--- config.mk ---
export PLATFORM = sky130hd
export DESIGN_NAME = pgh_mux
export DESIGN_NICKNAME = d
export VERILOG_FILES = /design/src/include/pgh_pkg.sv /design/src/rtl/pgh_mux.sv
export SDC_FILE = /design/constraint.sdc
export NUM_CORES = 1
export LEC_CHECK = 0
export BUFFER_PORTS_ARGS = -buffer_cell sky130_fd_sc_hd__buf_2
export CORE_UTILIZATION = 45
export DETAILED_ROUTE_END_ITERATION = 6
export MAX_ROUTING_LAYER = met4
export PLACE_DENSITY = 0.75
export SYNTH_ARGS = -nofsm -noshare
export SYNTH_HDL_FRONTEND = slang
export SYNTH_SLANG_ARGS = --single-unit
--- constraint.sdc ---
create_clock -name ref_clk_i -period 3.9 [get_ports ref_clk_i]
set_input_delay 0.78 -clock ref_clk_i [delete_from_list [all_inputs] [get_ports ref_clk_i]]
set_output_delay 0.78 -clock ref_clk_i [all_outputs]
set_load 0.005 [all_outputs]
--- src/include/pgh_pkg.sv ---
// constants for the port g / port h alternate function mux
package pgh_pkg;
  localparam int PGH_G_W = 6;
  localparam int PGH_H_W = 8;
  localparam int PGH_WB_DW = 32;

  // register byte offsets on the wishbone bus
  localparam logic [7:0] PGH_OFS_G_OUT = 8'h00;
  localparam logic [7:0] PGH_OFS_G_DIR = 8'h04;
  localparam logic [7:0] PGH_OFS_G_PIN = 8'h08;
  localparam logic [7:0] PGH_OFS_H_OUT = 8'h0C;
  localparam logic [7:0] PGH_OFS_H_DIR = 8'h10;
  localparam logic [7:0] PGH_OFS_H_PIN = 8'h14;
  localparam logic [7:0] PGH_OFS_CTRL = 8'h18;
  localparam logic [7:0] PGH_OFS_STAT = 8'h1C;

  // control register fields
  localparam int PGH_CTRL_PUD_BIT = 0;

  // status register fields (override owners, read only)
  localparam int PGH_STAT_ASYNC_BIT = 0;
  localparam int PGH_STAT_XMEM_BIT = 1;
  localparam int PGH_STAT_TX_BIT = 2;
  localparam int PGH_STAT_RX_BIT = 3;
  localparam int PGH_STAT_SYNC_BIT = 4;

  // pin positions
  localparam int PGH_G_CMP0B = 5;
  localparam int PGH_G_OSC_IN = 4;
  localparam int PGH_G_OSC_OUT = 3;
  localparam int PGH_G_ALE = 2;
  localparam int PGH_G_RD = 1;
  localparam int PGH_G_WR = 0;
  localparam int PGH_H_T4CLK = 7;
  localparam int PGH_H_XCK = 2;
  localparam int PGH_H_TXD = 1;
  localparam int PGH_H_RXD = 0;

  // reset values
  localparam logic [PGH_G_W-1:0] PGH_G_RST = 6'h00;
  localparam logic [PGH_H_W-1:0] PGH_H_RST = 8'h00;
  localparam logic PGH_PUD_RST = 1'b0;
endpackage

--- src/rtl/pgh_mux.sv ---
// port g / port h alternate function override logic with wishbone port registers
`timescale 1ns/1ns
// Operation
// - pin g5 carries timer0 compare-b output, driven only when its direction bit is set.
// - the same g5 override path also carries the timer0 pwm waveform.
// - async select cuts pin g4 from port logic; it becomes oscillator input.
// - async select cuts pin g3 from port logic; it becomes oscillator output.
// - pin g2 carries address latch enable when external memory owns it.
// - pin g1 carries external memory read strobe when external memory owns it.
// - pin g0 carries external memory write strobe when external memory owns it.
// - pin h7 level is passed to timer4 as its external clock.
// - pin h6 drives timer2 compare-b or pwm only when direction is output.
// - pin h5 drives timer4 compare-c or pwm only when direction is output.
// - pin h4 drives timer4 compare-b or pwm only when direction is output.
// - pin h3 drives timer4 compare-a or pwm only when direction is output.
// - pin h2 is usart2 clock output when direction set, clock input otherwise.
// - the usart2 clock function of h2 acts only in synchronous mode.
// - usart2 receiver enabled forces h0 to input and feeds its level as receive data.
// - while forced to input, a one in h0 output bit turns on pull-up unless the control register pud bit is set.
module pgh_mux #(
  parameter int ADDR_W = 8
) (
  // clock and reset
  input wire logic ref_clk_i,
  input wire logic reset_i,
  // wishbone slave
  input wire logic wb_cyc_i,
  input wire logic wb_stb_i,
  input wire logic wb_we_i,
  input wire logic [ADDR_W-1:0] wb_adr_i,
  input wire logic [3:0] wb_sel_i,
  input wire logic [pgh_pkg::PGH_WB_DW-1:0] wb_dat_i,
  output logic [pgh_pkg::PGH_WB_DW-1:0] wb_dat_o,
  output logic wb_ack_o,
  // timer controls and outputs
  input wire logic timer0_compare_b_en_i,
  input wire logic timer0_compare_b_out_i,
  input wire logic timer2_compare_b_en_i,
  input wire logic timer2_compare_b_out_i,
  input wire logic timer4_compare_a_en_i,
  input wire logic timer4_compare_a_out_i,
  input wire logic timer4_compare_b_en_i,
  input wire logic timer4_compare_b_out_i,
  input wire logic timer4_compare_c_en_i,
  input wire logic timer4_compare_c_out_i,
  input wire logic timer2_async_select_i,
  input wire logic external_clock_input_select_i,
  output logic timer4_clock_in_o,
  output logic timer_osc_in_o,
  output logic timer_osc_connect_o,
  // external memory interface
  input wire logic ext_mem_enable_i,
  input wire logic ext_mem_ale_i,
  input wire logic ext_mem_rd_i,
  input wire logic ext_mem_wr_i,
  // usart two
  input wire logic usart_two_sync_mode_i,
  input wire logic usart_two_clock_out_i,
  input wire logic usart_two_tx_enable_i,
  input wire logic usart_two_transmit_data_i,
  input wire logic usart_two_rx_enable_i,
  output logic usart_two_clock_in_o,
  output logic usart_two_receive_data_o,
  // port g pads
  input wire logic [pgh_pkg::PGH_G_W-1:0] pg_pin_i,
  output logic [pgh_pkg::PGH_G_W-1:0] pg_out_o,
  output logic [pgh_pkg::PGH_G_W-1:0] pg_oe_o,
  output logic [pgh_pkg::PGH_G_W-1:0] pg_pu_o,
  output logic [pgh_pkg::PGH_G_W-1:0] pg_in_en_o,
  // port h pads
  input wire logic [pgh_pkg::PGH_H_W-1:0] ph_pin_i,
  output logic [pgh_pkg::PGH_H_W-1:0] ph_out_o,
  output logic [pgh_pkg::PGH_H_W-1:0] ph_oe_o,
  output logic [pgh_pkg::PGH_H_W-1:0] ph_pu_o,
  output logic [pgh_pkg::PGH_H_W-1:0] ph_in_en_o
);
  import pgh_pkg::*;
  if (ADDR_W < 5) begin : g_adr_chk
    $error("pgh_mux: ADDR_W must be at least 5");
  end

  // one override selector shared by every field of every pin
  function automatic logic ovr(input logic en, input logic val, input logic dflt);
    return en ? val : dflt;
  endfunction

  // ---------------- register file ----------------
  logic [PGH_G_W-1:0] g_out_r, g_out_nxt, g_dir_r, g_dir_nxt;
  logic [PGH_H_W-1:0] h_out_r, h_out_nxt, h_dir_r, h_dir_nxt;
  logic pud_r, pud_nxt;
  logic ack_r, ack_nxt;
  logic [PGH_WB_DW-1:0] rdat_r, rdat_nxt;
  logic [PGH_G_W-1:0] g_pin_view;
  logic [PGH_H_W-1:0] h_pin_view;
  logic [7:0] adr8;
  logic req;

  assign adr8 = 8'(wb_adr_i);
  assign req = wb_cyc_i & wb_stb_i;

  always_comb begin
    g_out_nxt = g_out_r;
    g_dir_nxt = g_dir_r;
    h_out_nxt = h_out_r;
    h_dir_nxt = h_dir_r;
    pud_nxt = pud_r;
    rdat_nxt = rdat_r;
    // ack one cycle after the request, dropped the cycle after
    ack_nxt = req & ~ack_r;
    // the write lands at the edge where the master sees ack
    if (req & ack_r & wb_we_i & wb_sel_i[0]) begin
      unique case (adr8)
        PGH_OFS_G_OUT: g_out_nxt = wb_dat_i[PGH_G_W-1:0];
        PGH_OFS_G_DIR: g_dir_nxt = wb_dat_i[PGH_G_W-1:0];
        PGH_OFS_H_OUT: h_out_nxt = wb_dat_i[PGH_H_W-1:0];
        PGH_OFS_H_DIR: h_dir_nxt = wb_dat_i[PGH_H_W-1:0];
        PGH_OFS_CTRL: pud_nxt = wb_dat_i[PGH_CTRL_PUD_BIT];
        default: ;
      endcase
    end
    if (req & ~ack_r) begin
      rdat_nxt = '0;
      unique case (adr8)
        PGH_OFS_G_OUT: rdat_nxt[PGH_G_W-1:0] = g_out_r;
        PGH_OFS_G_DIR: rdat_nxt[PGH_G_W-1:0] = g_dir_r;
        PGH_OFS_G_PIN: rdat_nxt[PGH_G_W-1:0] = g_pin_view;
        PGH_OFS_H_OUT: rdat_nxt[PGH_H_W-1:0] = h_out_r;
        PGH_OFS_H_DIR: rdat_nxt[PGH_H_W-1:0] = h_dir_r;
        PGH_OFS_H_PIN: rdat_nxt[PGH_H_W-1:0] = h_pin_view;
        PGH_OFS_CTRL: rdat_nxt[PGH_CTRL_PUD_BIT] = pud_r;
        PGH_OFS_STAT: begin
          rdat_nxt[PGH_STAT_ASYNC_BIT] = timer2_async_select_i;
          rdat_nxt[PGH_STAT_XMEM_BIT] = ext_mem_enable_i;
          rdat_nxt[PGH_STAT_TX_BIT] = usart_two_tx_enable_i;
          rdat_nxt[PGH_STAT_RX_BIT] = usart_two_rx_enable_i;
          rdat_nxt[PGH_STAT_SYNC_BIT] = usart_two_sync_mode_i;
        end
        default: ;
      endcase
    end
  end

  always_ff @(posedge ref_clk_i) begin
    if (reset_i) begin
      g_out_r <= PGH_G_RST;
      g_dir_r <= PGH_G_RST;
      h_out_r <= PGH_H_RST;
      h_dir_r <= PGH_H_RST;
      pud_r <= PGH_PUD_RST;
      ack_r <= 1'b0;
      rdat_r <= '0;
    end else begin
      g_out_r <= g_out_nxt;
      g_dir_r <= g_dir_nxt;
      h_out_r <= h_out_nxt;
      h_dir_r <= h_dir_nxt;
      pud_r <= pud_nxt;
      ack_r <= ack_nxt;
      rdat_r <= rdat_nxt;
    end
  end

  assign wb_ack_o = ack_r;
  assign wb_dat_o = rdat_r;

  // ---------------- pin synchronisers ----------------
  logic [PGH_G_W-1:0] g_s1_r, g_s2_r;
  logic [PGH_H_W-1:0] h_s1_r, h_s2_r;

  always_ff @(posedge ref_clk_i) begin
    if (reset_i) begin
      g_s1_r <= PGH_G_RST;
      g_s2_r <= PGH_G_RST;
      h_s1_r <= PGH_H_RST;
      h_s2_r <= PGH_H_RST;
    end else begin
      g_s1_r <= pg_pin_i;
      g_s2_r <= g_s1_r;
      h_s1_r <= ph_pin_i;
      h_s2_r <= h_s1_r;
    end
  end

  // ---------------- override tables ----------------
  logic [PGH_G_W-1:0] g_pullup_override_enable, g_pullup_override_value, g_direction_override_enable, g_direction_override_value, g_port_value_override_enable, g_port_value_override_value, g_input_enable_override_enable, g_input_enable_override_value;
  logic [PGH_H_W-1:0] h_pullup_override_enable, h_pullup_override_value, h_direction_override_enable, h_direction_override_value, h_port_value_override_enable, h_port_value_override_value, h_input_enable_override_enable, h_input_enable_override_value;
  logic xck_out_en;

  // the usart clock pin is only claimed in synchronous mode
  assign xck_out_en = usart_two_sync_mode_i & h_dir_r[PGH_H_XCK];

  always_comb begin
    g_pullup_override_enable = '0;
    g_pullup_override_value = '0;
    g_direction_override_enable = '0;
    g_direction_override_value = '0;
    g_port_value_override_enable = '0;
    g_port_value_override_value = '0;
    g_input_enable_override_enable = '0;
    g_input_enable_override_value = '0;
    h_pullup_override_enable = '0;
    h_pullup_override_value = '0;
    h_direction_override_enable = '0;
    h_direction_override_value = '0;
    h_port_value_override_enable = '0;
    h_port_value_override_value = '0;
    h_input_enable_override_enable = '0;
    h_input_enable_override_value = '0;
    // compare and pwm outputs take the value path only; direction stays with software
    g_port_value_override_enable[PGH_G_CMP0B] = timer0_compare_b_en_i;
    g_port_value_override_value[PGH_G_CMP0B] = timer0_compare_b_out_i;
    // oscillator pins: no pull-up, no drive; input buffer on g4 only, and only in external clock mode
    g_pullup_override_enable[PGH_G_OSC_IN] = timer2_async_select_i;
    g_direction_override_enable[PGH_G_OSC_IN] = timer2_async_select_i;
    g_input_enable_override_enable[PGH_G_OSC_IN] = timer2_async_select_i;
    g_input_enable_override_value[PGH_G_OSC_IN] = external_clock_input_select_i;
    g_pullup_override_enable[PGH_G_OSC_OUT] = timer2_async_select_i;
    g_direction_override_enable[PGH_G_OSC_OUT] = timer2_async_select_i;
    g_input_enable_override_enable[PGH_G_OSC_OUT] = timer2_async_select_i;
    // external memory strobes
    g_pullup_override_enable[PGH_G_ALE:PGH_G_WR] = {3{ext_mem_enable_i}};
    g_direction_override_enable[PGH_G_ALE:PGH_G_WR] = {3{ext_mem_enable_i}};
    g_direction_override_value[PGH_G_ALE:PGH_G_WR] = 3'h7;
    g_port_value_override_enable[PGH_G_ALE:PGH_G_WR] = {3{ext_mem_enable_i}};
    g_port_value_override_value[PGH_G_ALE] = ext_mem_ale_i;
    g_port_value_override_value[PGH_G_RD] = ext_mem_rd_i;
    g_port_value_override_value[PGH_G_WR] = ext_mem_wr_i;
    // port h compare outputs
    h_port_value_override_enable[6:3] = {timer2_compare_b_en_i, timer4_compare_c_en_i,
                   timer4_compare_b_en_i, timer4_compare_a_en_i};
    h_port_value_override_value[6:3] = {timer2_compare_b_out_i, timer4_compare_c_out_i,
                   timer4_compare_b_out_i, timer4_compare_a_out_i};
    // usart two
    h_direction_override_enable[PGH_H_XCK] = xck_out_en;
    h_direction_override_value[PGH_H_XCK] = 1'b1;
    h_port_value_override_enable[PGH_H_XCK] = xck_out_en;
    h_port_value_override_value[PGH_H_XCK] = usart_two_clock_out_i;
    h_pullup_override_enable[PGH_H_TXD] = usart_two_tx_enable_i;
    h_direction_override_enable[PGH_H_TXD] = usart_two_tx_enable_i;
    h_direction_override_value[PGH_H_TXD] = 1'b1;
    h_port_value_override_enable[PGH_H_TXD] = usart_two_tx_enable_i;
    h_port_value_override_value[PGH_H_TXD] = usart_two_transmit_data_i;
    h_pullup_override_enable[PGH_H_RXD] = usart_two_rx_enable_i;
    h_pullup_override_value[PGH_H_RXD] = h_out_r[PGH_H_RXD] & ~pud_r;
    h_direction_override_enable[PGH_H_RXD] = usart_two_rx_enable_i;
  end

  // ---------------- final pin resolution ----------------
  logic [PGH_G_W-1:0] g_out_c, g_oe_c, g_pu_c, g_ie_c;
  logic [PGH_H_W-1:0] h_out_c, h_oe_c, h_pu_c, h_ie_c;
  logic t4_clk_nxt, osc_in_nxt, xck_in_nxt, rxd_nxt;
  logic t4_clk_r, osc_in_r, xck_in_r, rxd_r;
  logic [PGH_G_W-1:0] g_out_r2, g_oe_r2, g_pu_r2, g_ie_r2;
  logic [PGH_H_W-1:0] h_out_r2, h_oe_r2, h_pu_r2, h_ie_r2;

  always_comb begin
    for (int i = 0; i < PGH_G_W; i++) begin
      // the plain port pull-up needs input direction and a one in the output bit
      g_pu_c[i] = ovr(g_pullup_override_enable[i], g_pullup_override_value[i], g_out_r[i] & ~g_dir_r[i] & ~pud_r);
      g_oe_c[i] = ovr(g_direction_override_enable[i], g_direction_override_value[i], g_dir_r[i]);
      g_out_c[i] = ovr(g_port_value_override_enable[i], g_port_value_override_value[i], g_out_r[i]);
      g_ie_c[i] = ovr(g_input_enable_override_enable[i], g_input_enable_override_value[i], 1'b1);
    end
    for (int i = 0; i < PGH_H_W; i++) begin
      h_pu_c[i] = ovr(h_pullup_override_enable[i], h_pullup_override_value[i], h_out_r[i] & ~h_dir_r[i] & ~pud_r);
      h_oe_c[i] = ovr(h_direction_override_enable[i], h_direction_override_value[i], h_dir_r[i]);
      h_out_c[i] = ovr(h_port_value_override_enable[i], h_port_value_override_value[i], h_out_r[i]);
      h_ie_c[i] = ovr(h_input_enable_override_enable[i], h_input_enable_override_value[i], 1'b1);
    end
    t4_clk_nxt = h_s2_r[PGH_H_T4CLK] & h_ie_c[PGH_H_T4CLK];
    osc_in_nxt = g_s2_r[PGH_G_OSC_IN] & g_ie_c[PGH_G_OSC_IN];
    // outside synchronous mode the usart sees a quiet low clock
    xck_in_nxt = usart_two_sync_mode_i & ~h_dir_r[PGH_H_XCK] & h_s2_r[PGH_H_XCK];
    // receiver idles high when disabled so no false start bit is seen
    rxd_nxt = usart_two_rx_enable_i ? h_s2_r[PGH_H_RXD] : 1'b1;
  end

  always_ff @(posedge ref_clk_i) begin
    if (reset_i) begin
      g_out_r2 <= PGH_G_RST;
      g_oe_r2 <= PGH_G_RST;
      g_pu_r2 <= PGH_G_RST;
      g_ie_r2 <= PGH_G_RST;
      h_out_r2 <= PGH_H_RST;
      h_oe_r2 <= PGH_H_RST;
      h_pu_r2 <= PGH_H_RST;
      h_ie_r2 <= PGH_H_RST;
      t4_clk_r <= 1'b0;
      osc_in_r <= 1'b0;
      xck_in_r <= 1'b0;
      rxd_r <= 1'b1;
    end else begin
      g_out_r2 <= g_out_c;
      g_oe_r2 <= g_oe_c;
      g_pu_r2 <= g_pu_c;
      g_ie_r2 <= g_ie_c;
      h_out_r2 <= h_out_c;
      h_oe_r2 <= h_oe_c;
      h_pu_r2 <= h_pu_c;
      h_ie_r2 <= h_ie_c;
      t4_clk_r <= t4_clk_nxt;
      osc_in_r <= osc_in_nxt;
      xck_in_r <= xck_in_nxt;
      rxd_r <= rxd_nxt;
    end
  end

  assign g_pin_view = g_s2_r & g_ie_c;
  assign h_pin_view = h_s2_r & h_ie_c;
  assign pg_out_o = g_out_r2;
  assign pg_oe_o = g_oe_r2;
  assign pg_pu_o = g_pu_r2;
  assign pg_in_en_o = g_ie_r2;
  assign ph_out_o = h_out_r2;
  assign ph_oe_o = h_oe_r2;
  assign ph_pu_o = h_pu_r2;
  assign ph_in_en_o = h_ie_r2;
  assign timer4_clock_in_o = t4_clk_r;
  assign timer_osc_in_o = osc_in_r;
  assign timer_osc_connect_o = timer2_async_select_i;
  assign usart_two_clock_in_o = xck_in_r;
  assign usart_two_receive_data_o = rxd_r;
endmodule

==> results.py <==
metrics = {
    "yosys": {
        "synth-seq-cells": 115,
        "synth_commonest_cells": "115 x dfxtp_1, 53 x nand2_1, 44 x mux2i_1",
        "synth_edf_count": 0,
        "yosys-top-cells-area": "dfxtp_1 53%, mux2i_1 10%, buf_4 6.6%, nor2b_1 4.6%, nand2_1 4.6%",
        "syn_inst": 426,
        "synth_top_cell_area_share": 0.5289,
        "ys_warn_count": 0,
        "synth.most_common_cell": "dfxtp_1",
        "ys.flop_type": "dfxtp_1",
        "ys_async_sr_fraction": 0,
        "yosysUniqueCellTypes": 45,
        "yosysSeqAreaShare": 0.5289,
        "synth_area_sq_um": 4353,
        "syn_avg_cell_area_sq_um": 10.22,
        "synth_area_leader_cell": "dfxtp_1",
    },
    "setup_path": {
        "startpoint_type": "primary input",
        "critical_path_buf_inv_count": 2,
        "r2r_start": "wb_ack_o",
        "critPathCaptureType": "register",
        "critPathMaxStageDelay_ns": 0.42,
        "slowest_stage": "and4bb_2",
        "cp_max_fo": 49,
        "critPathKind": "primary input to register",
        "reg2reg_to": "g_out_r[0]",
        "critical-path-top-delay-family": "simple AND/OR/NAND/NOR gates",
        "cp.arrival_ns": 2.31,
        "required_ns": 4.31,
        "reg2reg_depth": 4,
        "rrSetupSlack_ns": 2.30,
        "crit_chain": "buf_2 > buf_4 > and4bb_2 > and2_1 > nand3_1 > o21ai_0",
    },
    "cts": {
        "numClockSinks": 115,
        "cts_setup_buffers": 0,
        "cts_hold_buf": 0,
        "ctsResizeCount": 0,
        "ctsHtreeMaxLevel": 4,
        "cts_buffers": 17,
        "root_buffer": "clkbuf_8",
        "path_clk_slew_ns": 0.05,
        "clk_latency_ns": 0.50,
        "cts_tree": "built",
        "clk_path_buf_depth": 2,
    },
    "timing": {
        "fin_crit_sh": 0.4887,
        "clock-skew-final_ns": 0.004056,
        "finalCriticalPeriod_ns": 1.906,
        "setup_viol": 0,
        "finalHoldViolCount": 0,
        "final.setup.worst_slack_ns": 1.994,
        "clock.fmax_mhz": 524.7,
        "tightest_slew_ns": 0.5958,
        "slew_viol_final": 0,
        "whs_ns": 0.4367,
        "max_slew_margin": 0.6006,
        "fin_setup_tns_ns": 0,
        "rsz0062_at_grt": "false",
    },
    "floorplan": {
        "core.rowCount": 35,
        "coreArea_sq_um": 9284,
        "die_w_um": 100.4,
        "die-area_sq_um": 10070,
        "start_util": 0.4689,
        "fp.dieH_um": 100.4,
        "num_io_pins": 178,
    },
    "job": {
        "maxCapViolCount": 0,
    },
    "placed_design": {
        "port_buffers": 126,
        "placed_area_sq_um": 4877,
        "gp_congestion": 0.8400,
        "dpl.cell_count": 649,
        "pre_cts_ws_ns": 1.523,
        "dp_hpwl_mm": 6.863,
    },
    "cells_and_area": {
        "antenna_cells": 0,
        "ff_latch_area_sq_um": 2302,
        "layout.cells.non_filler": 679,
        "fin_area_sq_um": 5479,
        "area_delta_synth_final_pct": 25.87,
        "final_core_util": 0.5902,
        "fillerInstances": 843,
        "layout.nets": 623,
        "multi_input_area_sq_um": 1719,
        "drive_gt1_frac": 0.3182,
    },
    "global_route": {
        "antenna_found_initial": 0,
        "grt_pass1_wl_mm": 14.78,
        "grt_max_degree": 50,
        "grt_overflow": 0,
        "grt_usage": 0.2047,
        "grt_pass1_vias": 2957,
    },
    "route": {
        "wl_mm": 9.816,
        "viasPerCell": 4.756,
        "dr.pass1.iters": 4,
        "drc": 0,
        "routedWlPerCell_um": 14.46,
        "drt-initial-drc-count": 181,
        "postRouteAntennaNets": 0,
        "num_vias": 3229,
    },
    "worst_hold_path": {
        "hold_end": "h_pin_view[1]",
        "hold_class": "register to register",
        "hold_depth": 1,
        "worstHoldStart": "h_s1_r[1]",
    },
    "pwr": {
        "p_per_area_nw_per_um2": 531.3,
        "irDropWorstVdd_mv": 0.2532,
        "power_leakage_nw": 2.688,
        "finalPower_mw": 2.911,
    },
    "run_status": {
        "outcome": "completed",
    },
}
==> worst max-delay path by stage <==
stage / from / endpoint / cells after the start / slack (ns)
5_1_grt: reset_i / wb_dat_o[7] / 6 / 1.89
6_report: reset_i / wb_dat_o[7] / 6 / 1.99
3_5_place_dp: reset_i / wb_dat_o[7] / 6 / 1.52
3_3_place_gp: wb_adr_i[3] / g_out_r[5] / 4 / 1.51
4_1_cts: ph_in_en_o[6] / pg_in_en_o[2] / 1 / 1.97
2_1_floorplan: wb_adr_i[5] / h_dir_r[3] / 5 / 1.89
==> report_power, final <==
| part | switching, mW | internal [mW] |
|---|---|---|
| registers | 0.00743 | 1.20 |
| clock network | 0.509 | 1.06 |
| logic | 0.0793 | 0.0595 |
==> state kept, by name, indices dropped and copies added (netlist names), 8 cells and up <==
| name | cells |
|---|---|
| wb_dat_o | 8 |
| h_s1_r | 8 |
| ph_oe_o | 8 |
| ph_pu_o | 8 |
| h_out_r | 8 |
| h_dir_r | 8 |
| h_pin_view | 8 |
| ph_out_o | 8 |
==> cell usage in the layout (no fill, tap or decap), drive strengths merged, types with 2 or more instances in the layout <==
cell and n:
or3 2, a22o 3, clkbuf 19, and3 3
conb 24, nand2 53, nor3b 8, mux2i 44
nor3 5, a31oi 2, a21oi 3, nor4bb 3
o21ai 6, a32oi 3, buf 128, mux4 4
mux2 5, nand3 12, inv 13, nor2b 32
clkinvlp 2, and2 6, clkinv 5, nor2 28
bufinv 4, nor4b 6, dfxtp 115
==> layer usage <==
metal | GRT usage | vias up | routed length, um
met5 | - | - | 0
met3 | 0.05292 | 10 | 571
met2 | 0.3119 | 115 | 4565
met4 | 0.08250 | 0 | 151
li1 | - | 1591 | -
met1 | 0.2594 | 1513 | 4528
==> logic make-up (layout without fill, tap and decap cells) <==
kind of cell	Yosys count	count (layout)	share of synthesized area
compound gates	22	22	0.03507
buf+inv	70	171	0.09600
flops	115	115	0.5289
mux	53	53	0.1348
other cells	1	24	0.0008615
simple gates	165	165	0.2044
==> final cells by class <==
cell class | instances | share of cell area
Inverter | 13 | 0.008906
Tap cell | 129 | 0.02946
Multi-Input combinational cell | 264 | 0.3138
Sequential cell | 115 | 0.4202
Clock buffer | 19 | 0.08061
Clock inverter | 11 | 0.02923
Timing Repair Buffer | 128 | 0.1178
==> worst register-to-register path: cells and delay by family, from the launching register on <==
family | cells | cell delay [ns]
and+or+nand+nor | 3 | 0.86
DFF | 1 | 0.39
muxes | 1 | 0.21
(Power assumes the default switching activity.)
